<file path="config.mk">
export PLATFORM = sky130hd
export DESIGN_NAME = trig_seq_top
export DESIGN_NICKNAME = d
export VERILOG_FILES = /design/src/include/trig_match_pkg.sv /design/src/logic/stage_matcher.sv /design/src/logic/trig_seq_top.sv
export SDC_FILE = /design/constraint.sdc
export NUM_CORES = 2
export LEC_CHECK = 0
export BUFFER_PORTS_ARGS = -buffer_cell sky130_fd_sc_hd__buf_2
export CORE_AREA = 2 2 239 241
export DETAILED_ROUTE_END_ITERATION = 16
export DIE_AREA = 0 0 241 243
export PLACE_DENSITY = 0.78
export SYNTH_ARGS = -nofsm -noshare
export SYNTH_HDL_FRONTEND = slang
export SYNTH_HIERARCHICAL = 1
export SYNTH_SLANG_ARGS = --single-unit
export TNS_END_PERCENT = 10
</file>
<file path="constraint.sdc">
create_clock -name clk -period 10.81 [get_ports clk]
set_input_delay 0 -clock clk [delete_from_list [all_inputs] [get_ports clk]]
set_output_delay 0 -clock clk [all_outputs]
set_load 0.005 [all_outputs]
</file>
<file path="src/include/trig_match_pkg.sv">
// constants, types and helper functions for the sequential trigger matcher
package trig_match_pkg;

  // trigger bus width limits and stage count
  localparam int MIN_WIDTH  = 1;
  localparam int MAX_WIDTH  = 40;
  localparam int NUM_STAGES = 3;

  // register byte offsets
  localparam logic [7:0] CTRL_OFS   = 8'h00;
  localparam logic [7:0] STATUS_OFS = 8'h04;
  localparam logic [7:0] INFO_OFS   = 8'h08;
  localparam logic [7:0] COUNT_OFS  = 8'h0c;
  localparam logic [7:0] MASK_BASE  = 8'h10;  // stage s, mask k, half h: base+s*32+k*8+h*4
  localparam logic [7:0] MASK_END   = 8'h70;

  // control register fields
  localparam int CTRL_ARM_BIT    = 0;
  localparam int CTRL_CANCEL_BIT = 1;
  localparam int CTRL_NSTAGE_LSB = 2;
  localparam int CTRL_AND_LSB    = 4;

  // status register fields
  localparam int STAT_SEQ_LSB   = 0;
  localparam int STAT_STAGE_LSB = 2;
  localparam int STAT_CAPT_BIT  = 4;

  // info register fields
  localparam int INFO_NSTAGE_LSB = 8;

  // mask kinds within one stage
  localparam logic [1:0] MASK_PAT  = 2'h0;
  localparam logic [1:0] MASK_EDGE = 2'h1;
  localparam logic [1:0] MASK_DC   = 2'h2;

  // reset values
  localparam logic [1:0] NSTAGE_RST = 2'h1;
  localparam logic [2:0] AND_RST    = 3'h7;

  // record counter saturates here
  localparam logic [7:0] RECORD_LIMIT = 8'h80;

  // sequencer states
  typedef enum logic [1:0]
  {
    SEQ_IDLE = 2'b00,
    SEQ_HUNT = 2'b01,
    SEQ_DONE = 2'b10
  } seq_t;

  // one channel's condition: edge or level against the pattern bit
  function automatic logic chan_ok(input logic cur, input logic prev,
                                   input logic pat, input logic edg);
    if (edg)
      chan_ok = pat ? (cur & ~prev) : (~cur & prev);
    else
      chan_ok = (cur == pat);
  endfunction

  // index of the final active stage; zero stages behaves as one
  function automatic logic [1:0] last_stage(input logic [1:0] nstage);
    case (nstage)
      2'h2:    last_stage = 2'h1;
      2'h3:    last_stage = 2'h2;
      default: last_stage = 2'h0;
    endcase
  endfunction

endpackage

</file>
<file path="src/logic/stage_matcher.sv">
// one trigger stage: per-channel conditions combined by and/or
`timescale 1ns/1ps
module stage_matcher
#(
  parameter int TW = 40
)
(
  input  wire logic [TW-1:0] sample,   // current trigger sample
  input  wire logic [TW-1:0] prev,     // sample of the previous clock
  input  wire logic [TW-1:0] pat,      // level / edge direction
  input  wire logic [TW-1:0] edg,      // edge select
  input  wire logic [TW-1:0] dc,       // don't care
  input  wire logic          use_and,  // 1 = and, 0 = or
  output      logic [TW-1:0] ok,       // raw per-channel condition
  output      logic          hit       // stage match
);
  import trig_match_pkg::*;

  logic all_dc;  // every channel masked

  // per-channel evaluation
  always_comb
  begin
    for (int i = 0; i < TW; i++)
    begin
      ok[i] = chan_ok(sample[i], prev[i], pat[i], edg[i]);
    end
  end

  // combine the channels that are not masked
  always_comb
  begin
    all_dc = &dc;
    if (all_dc)
      hit = 1'b1;
    else if (use_and)
      hit = &(ok | dc);
    else
      hit = |(ok & ~dc);
  end

endmodule // stage_matcher

</file>
<file path="src/logic/trig_seq_top.sv">
// sequential trigger matcher with an ahb-lite register slave
`timescale 1ns/1ps
module trig_seq_top
#(
  parameter int TW = trig_match_pkg::MAX_WIDTH
)
(
  input  wire logic          clk,             // user clock
  input  wire logic          reset_n,         // async reset, active low
  input  wire logic          hsel,            // ahb slave select
  input  wire logic [31:0]   haddr,           // ahb address
  input  wire logic [1:0]    htrans,          // ahb transfer type
  input  wire logic          hwrite,          // ahb write
  input  wire logic [2:0]    hsize,           // ahb size, word only
  input  wire logic [31:0]   hwdata,          // ahb write data
  input  wire logic          hready,          // ahb bus ready
  output      logic [31:0]   hrdata,          // ahb read data
  output      logic          hreadyout,       // ahb slave ready
  output      logic          hresp,           // ahb response, always okay
  input  wire logic [TW-1:0] trig_in,         // trigger bus from the user design
  output      logic          trig_fire,       // one-cycle pulse at the trigger
  output      logic          capture_active   // post-trigger sampling window
);
  import trig_match_pkg::*;

  // whole module state
  typedef struct packed {
    seq_t                   seq;      // sequencer state
    logic [1:0]             stage;    // stage being evaluated
    logic [1:0]             nstage;   // number of active stages
    logic [2:0]             use_and;  // per-stage combining
    logic [2:0][2:0][TW-1:0] mask;    // [stage][kind] masks
    logic [TW-1:0]          prev;     // previous trigger sample
    logic                   fire;     // trigger pulse
    logic                   capt;     // post-trigger window
    logic [7:0]             records;  // triggers since last clear
    logic                   ph_wr;    // write data phase pending
    logic [7:0]             ph_addr;  // address of that phase
    logic [31:0]            rdata;    // read data register
    logic                   ready;    // hreadyout register
  } state_t;

  // reset value: all stages don't care, and-combining, one stage
  localparam state_t ST_RESET = '{
    seq:     SEQ_IDLE,
    stage:   2'h0,
    nstage:  NSTAGE_RST,
    use_and: AND_RST,
    mask:    {3{{TW{1'b1}}, {TW{1'b0}}, {TW{1'b0}}}},
    prev:    '0,
    fire:    1'b0,
    capt:    1'b0,
    records: 8'h00,
    ph_wr:   1'b0,
    ph_addr: 8'h00,
    rdata:   32'h0000_0000,
    ready:   1'b1
  };

  state_t                st;          // registered state
  state_t                next_st;     // next state
  logic [2:0][TW-1:0]    stage_ok;    // raw channel conditions per stage
  logic [2:0]            stage_hit;   // stage match flags
  logic                  seq_fire;    // final stage matched this clock
  logic                  wr_arm;      // arm written
  logic                  wr_cancel;   // cancel written
  logic                  addr_phase;  // address phase accepted
  logic [7:0]            rel;         // offset into mask block
  logic [63:0]           wide;        // mask widened to two words

  // one matcher per stage, each with its own combining bit
  for (genvar s = 0; s < NUM_STAGES; s++)
  begin : g_stage
    stage_matcher #(
      .TW(TW)
    ) u_match (
      .sample  (trig_in),
      .prev    (st.prev),
      .pat     (st.mask[s][MASK_PAT]),
      .edg     (st.mask[s][MASK_EDGE]),
      .dc      (st.mask[s][MASK_DC]),
      .use_and (st.use_and[s]),
      .ok      (stage_ok[s]),
      .hit     (stage_hit[s])
    );
  end

  // final stage match while hunting
  assign seq_fire = (st.seq == SEQ_HUNT) && stage_hit[st.stage] &&
                    (st.stage == last_stage(st.nstage));
  assign addr_phase = hsel && hready && htrans[1];

  // next-state logic
  always_comb
  begin
    next_st       = st;
    wr_arm        = 1'b0;
    wr_cancel     = 1'b0;
    rel           = 8'h00;
    wide          = 64'h0;
    next_st.fire  = 1'b0;
    next_st.ready = 1'b1;
    next_st.prev  = trig_in;

    // write data phase
    if (st.ph_wr)
    begin
      if (st.ph_addr == CTRL_OFS)
      begin
        next_st.nstage  = hwdata[CTRL_NSTAGE_LSB +: 2];
        next_st.use_and = hwdata[CTRL_AND_LSB +: 3];
        wr_arm          = hwdata[CTRL_ARM_BIT];
        wr_cancel       = hwdata[CTRL_CANCEL_BIT];
      end
      else if (st.ph_addr == COUNT_OFS)
      begin
        next_st.records = 8'h00;                      // any write clears, unless a trigger below the limit lands in the same cycle
      end
      else if (st.ph_addr >= MASK_BASE && st.ph_addr < MASK_END)
      begin
        rel = st.ph_addr - MASK_BASE;
        if (rel[4:3] != 2'h3)
        begin
          // one 32-bit half of a mask, bit n is channel n
          wide = 64'(st.mask[rel[6:5]][rel[4:3]]);
          if (rel[2])
            wide[63:32] = hwdata;
          else
            wide[31:0] = hwdata;
          next_st.mask[rel[6:5]][rel[4:3]] = TW'(wide);
        end
      end
    end

    // stage sequencer
    case (st.seq)
      SEQ_HUNT:
      begin
        if (seq_fire)
        begin
          // single record per arm: stop hunting
          next_st.seq  = SEQ_DONE;
          next_st.fire = 1'b1;
          next_st.capt = 1'b1;
          if (st.records != RECORD_LIMIT)
            next_st.records = st.records + 8'h01;
        end
        else if (stage_hit[st.stage])
        begin
          // later stages are only looked at from the next clock
          next_st.stage = st.stage + 2'h1;
        end
      end
      SEQ_IDLE:
      begin
        next_st.stage = st.stage;                     // waiting for arm
      end
      SEQ_DONE:
      begin
        next_st.stage = st.stage;                     // window open until re-arm or cancel
      end
      default:
      begin
        next_st.seq = SEQ_IDLE;
      end
    endcase

    // cancel beats arm; a trigger in the same cycle still counts
    if (wr_cancel)
    begin
      next_st.seq  = SEQ_IDLE;
      next_st.capt = 1'b0;
    end
    else if (wr_arm)
    begin
      next_st.seq   = SEQ_HUNT;
      next_st.stage = 2'h0;
      next_st.capt  = seq_fire;
    end

    // address phase: latch write, or prepare read data
    next_st.ph_wr = addr_phase && hwrite;
    if (addr_phase)
    begin
      next_st.ph_addr = haddr[7:0];
    end
    if (addr_phase && !hwrite)
    begin
      next_st.rdata = 32'h0000_0000;                  // unmapped reads zero
      if (haddr[7:0] == CTRL_OFS)
      begin
        next_st.rdata[CTRL_NSTAGE_LSB +: 2] = next_st.nstage;
        next_st.rdata[CTRL_AND_LSB +: 3]    = next_st.use_and;
      end
      else if (haddr[7:0] == STATUS_OFS)
      begin
        next_st.rdata[STAT_SEQ_LSB +: 2]   = next_st.seq;
        next_st.rdata[STAT_STAGE_LSB +: 2] = next_st.stage;
        next_st.rdata[STAT_CAPT_BIT]       = next_st.capt;
      end
      else if (haddr[7:0] == INFO_OFS)
      begin
        next_st.rdata[7:0]                 = 8'(TW);  // host checks its width setting
        next_st.rdata[INFO_NSTAGE_LSB +: 2] = 2'(NUM_STAGES);
      end
      else if (haddr[7:0] == COUNT_OFS)
      begin
        next_st.rdata[7:0] = next_st.records;
      end
      else if (haddr[7:0] >= MASK_BASE && haddr[7:0] < MASK_END)
      begin
        rel = haddr[7:0] - MASK_BASE;
        if (rel[4:3] != 2'h3)
        begin
          wide = 64'(next_st.mask[rel[6:5]][rel[4:3]]);
          next_st.rdata = rel[2] ? wide[63:32] : wide[31:0];
        end
      end
    end
  end

  // state register
  always_ff @(posedge clk or negedge reset_n)
  begin
    if (!reset_n)
      st <= ST_RESET;
    else
      st <= next_st;
  end

  // outputs straight from the state register, hresp tied to okay
  assign hrdata         = st.rdata;
  assign hreadyout      = st.ready;
  assign hresp          = 1'b0;
  assign trig_fire      = st.fire;
  assign capture_active = st.capt;
endmodule // trig_seq_top

</file>
==> results <==
- The run finished, with violations left.
- The checks that failed: max-capacitance violations, max-slew violations.
- The relative contribution of combinational cells to total power is 35.2%.
- The post-synthesis share of cell area spent on full adders, half adders and majority gates is 0.327%.
- The number of warnings issued by yosys is 6.
- The clock tree from TritonCTS is built.
- In this run, placement finished with an instance count of 4341.
- Of the total power, the share spent switching nets is 42.3%.
- The die is 243 µm tall.
- The global-route congestion overflow total is 0.
- The portion of netlist area occupied by mux cells is 2.67%.
- The first global-routing pass estimated 202000 µm of wire.
- In the final layout, flip-flops and latches occupy 0.0117 mm².
- Excluding fillers, the count of instances in the completed layout stands at 4508.
- The number of sinks on the clock net is 460.
- The net count of the mapped netlist is 3808.
- The maximum vdd drop is 0.201 mV.
- The post-synthesis cell count is 3686.
- The path class of the lowest-slack min-delay path is input port to asynchronous set/reset pin.
- The count of antenna-violating nets left after detailed routing is 0.
- Setup repair after global routing left no endpoint under its margin.
- The global-route total usage across every layer is 47.2%.
- The number of buffers between clock root and the deepest sink is 3.
- The placeable core region is 0.0560 mm².
- The sequential fraction of design power is 38.5%.
- The filler cell count is 5034.
- Counting flops with an async set or reset pin after synthesis yields a share of 100%.
- Summed over all nets, the switching power comes to 2.94 mW.
- After synthesis, the largest family of logic cells by area is compound AO/OA/AOI/OAI gates.
- Among all flip-flop cells after synthesis, the most frequent one is dfrtp_1.
- Dividing the detail-routed wire length by the instance count gives 31.1 µm.
- The final weighted congestion of routability-driven global placement is 1.06.
- The final net count is 3830.
- In this run, post-CTS repair resized a total of 0 instances.
- The area taken by multi-input logic gates is 0.0174 mm².
- The startpoint type of the worst setup path is a register.
- For the worst-skew pair, the clock arrives at the later sink with an insertion delay of 620 ps.
- Per report_power, the clock group accounts for 26.2% of the total.
- The total count of max-transition violations in the final report is 3.
- Buffers added to address setup during post-CTS repair amount to 0.
- Leaving out fill and tap cells, the most frequent cell in the layout is nand2_1.
- The ratio of final minimum period to clock period is 55.4%.
- The endpoint class of the critical path is a register.
- The number of top-level pins is 150.
- The count of final setup violators is 0.
- The startpoint-to-endpoint class of the critical path is register to register.
- Wires add up to 140000 µm.
- Along the worst path, the maximum fanout reaches 106.
- The floorplan step defined a die boundary enclosing 0.0586 mm².
- The average vias per placed instance is 7.24.
- For this block, the initial DRC count from the detailed router was 5662.
- In this run the critical register-to-register path is launched from st[37].
- The final count of hold timing violations is 0.
- The number of antenna violations at the first check in global routing is 5.
- The overall die width is 241 µm.
- Of the total synthesized cell area, the portion taken by AND, OR, NAND and NOR gates is 20.5%.
- The total half-perimeter wirelength after legalization and detailed placement is 97000 µm.
- The post-CTS clock slew at the launch and capture registers of the worst setup and hold paths is 70 ps.
- The number of rows in the core area is 87.
- Relative to the synthesized area, the layout overhead comes to 10.7%.
- The number of clock buffers added by TritonCTS is 52.
- The hold slack is 19.5 ps.
- The arrival time of data at the critical path endpoint is 6500 ps.
- The effective utilization at floorplan is 54.7%.
- The internal power component is 4.01 mW.
- The post-synthesis sequential area ratio is 38.1%.
- The data required time of the worst path is 11320 ps.
- The synthesized netlist devotes 32.5% of its cell area to compound gates.
- Adding up every negative setup slack in the final design gives 0 ps.
- Of the post-synthesis cell area, the dominant cell type holds 27.5%.
- Each instance of the synthesized netlist takes up on average 8.30 µm².
- In this run, synthesis produced a sequential element count of 460.
- The detailed-router iteration count before antenna repair is 10.
- The cell area after technology mapping is 0.0306 mm².
- Headroom to the max-slew limit came out at -0.878%.
- Detailed routing inserted a total of 32654 vias.
- The cell accounting for the most synthesized area is dfrtp_1.
- At the pin with the least slew margin, the transition time is 1500 ps.
- Counting I/O delays and the setup requirement, the final critical path takes 5990 ps.
- The tree is rooted in a clkbuf_16.
- The timing startpoint of the critical path is st[37].
- For this run, design rule violations remaining after detail routing come to 0.
- The post-route netlist has 13.7% of its cells at a drive strength greater than 1.
- In the layout the commonest cells are 547 x nand2_1, 334 x dfrtp_1, 325 x o21ai_0, 237 x nor2_1, 200 x a21oi_1.
- The final core utilization is 60.5%.
- In this run the static leakage power is 14.6 nW.
- The number of flops mapped to enable cells by yosys is 0.
- Dividing total power by cell area gives a power density of 205 mW/mm².
- By area the synthesized netlist is led by dfrtp_1 27%, dfstp_2 11%, nand2_1 6.7%.
- The max capacitance violation total is 1.
- The post-synthesis share of cell area spent on xor and xnor gates is 0.438%.
- The count of port buffers added during placement is 119.
- The post-route clock skew is 21.7 ps.
- The level count of the clock H-tree is 2.
- Entering global routing, the biggest net connects 189 pins.
- After synthesis, the netlist uses 99 different library cells.
- The maximum clock frequency is 167 MHz.
- The via count of the first global-routing pass was 29775.
==> power groups by stage <==
stage	combinational [mW]	sequential [mW]	clock [mW]
3_3_place_gp	2.27	2.65	0
3_5_place_dp	2.30	2.66	0
5_1_grt	2.58	2.69	1.88
4_1_cts	2.33	2.63	1.82
2_1_floorplan	1.63	2.40	0
6_report	2.45	2.68	1.82
==> per-layer routing <==
layer | track usage [%] | part of all wire [%] | up-vias | routed length [µm]
li1 | - | - | 13814 | -
met5 | 0 | 0 | - | 0
met2 | 64.9 | 40 | 2535 | 56200
met3 | 19.6 | 16 | 618 | 22200
met1 | 62.4 | 37 | 15687 | 52300
met4 | 25.8 | 6.8 | 0 | 9530
==> cells in the mapped netlist (all sizes together), types with 7 or more instances <==
cell and n:
o2111ai 7, a31oi 94, o22a 7, o22ai 100
nand2 549, o31ai 85, a311o 13, inv 60
mux2i 59, a21oi 201, a221o 16, a211oi 41
nand4 57, a22o 95, and3 24, a22oi 26
buf 126, clkbuf 170, o21ai 344, mux2 20
nor2b 65, nor2 244, a21boi 81, a311oi 14
o211ai 87, or2 9, a221oi 38, a21o 28
o21a 21, ha 8, o221ai 41, and2 24
xor2 7, o32ai 9, nand3 105, nand2b 161
or3 10, a2111oi 17, nor4 27, dfstp 124
nor3 29, a31o 13, dfrtp 336, nand3b 7
==> metrics by stage <==
step / cell area [µm²] / power (mW) / worst slack (ps)
5_1_grt: 33900 / 7.15 / 4690
4_1_cts: 33900 / 6.78 / 5200
2_1_floorplan: 30600 / 4.03 / 7260
6_report: 33900 / 6.95 / 4820
3_3_place_gp: 31500 / 4.92 / 5270
3_5_place_dp: 31500 / 4.96 / 5240
==> worst paths after layout <==
| kind | to | slack (ps) | cells past startpoint |
|---|---|---|---|
| setup / recovery | hrdata[3] | 4820 | 14 |
| hold / removal | st[59] | 20 | 2 |
| setup reg to reg | hrdata[3] | 4820 | 14 |
| hold reg to reg | st[455] | 510 | 2 |
| max in group asynchronous | st[151] | 8490 | 4 |
| min in group clk | st[38] | 60 | 3 |
==> state kept, by name (all words and copies together) (netlist names) <==
| signal | cells |
|---|---|
| capture_active | 1 |
| st | 426 |
| hrdata | 32 |
| trig_fire | 1 |
==> timing repair <==
action / 4_1_cts / 5_1_grt
setup endpoints to repair: 0 / 0
hold buffers: 69 / 0
hold endpoints to repair: 196 / 0
==> area by class of cell <==
type | count | area share, %
multi-input combinational | 2869 | 51.4
clock inverter | 13 | 0.336
tap | 756 | 2.79
antenna | 4 | 0.0295
inverter | 61 | 0.676
sequential | 460 | 34.4
timing repair buffer | 264 | 5.58
clock buffer | 81 | 4.70
==> cells by family (layout without fill, tap and decap cells) <==
kind of cell | after synthesis | after routing
simple gates | 1332 | 1332
mux | 79 | 79
flops | 460 | 460
fa+ha+maj | 8 | 8
buf+inv | 357 | 419
other cells | 2 | 6
xor+xnor | 11 | 11
compound gates | 1437 | 1437
==> worst max-delay path: stages (launching register included) <==
cell	delay, ps
dfrtp_1	320
buf_4	430
inv_1	400
ha_4	730
buf_12	420
nand2b_1	490
a21oi_1	450
nand2b_2	330
buf_4	450
nand2_1	140
buf_4	390
o32ai_1	160
a2111oi_0	790
nor4b_1	150
o32ai_1	160
(Power assumes the default switching activity.)
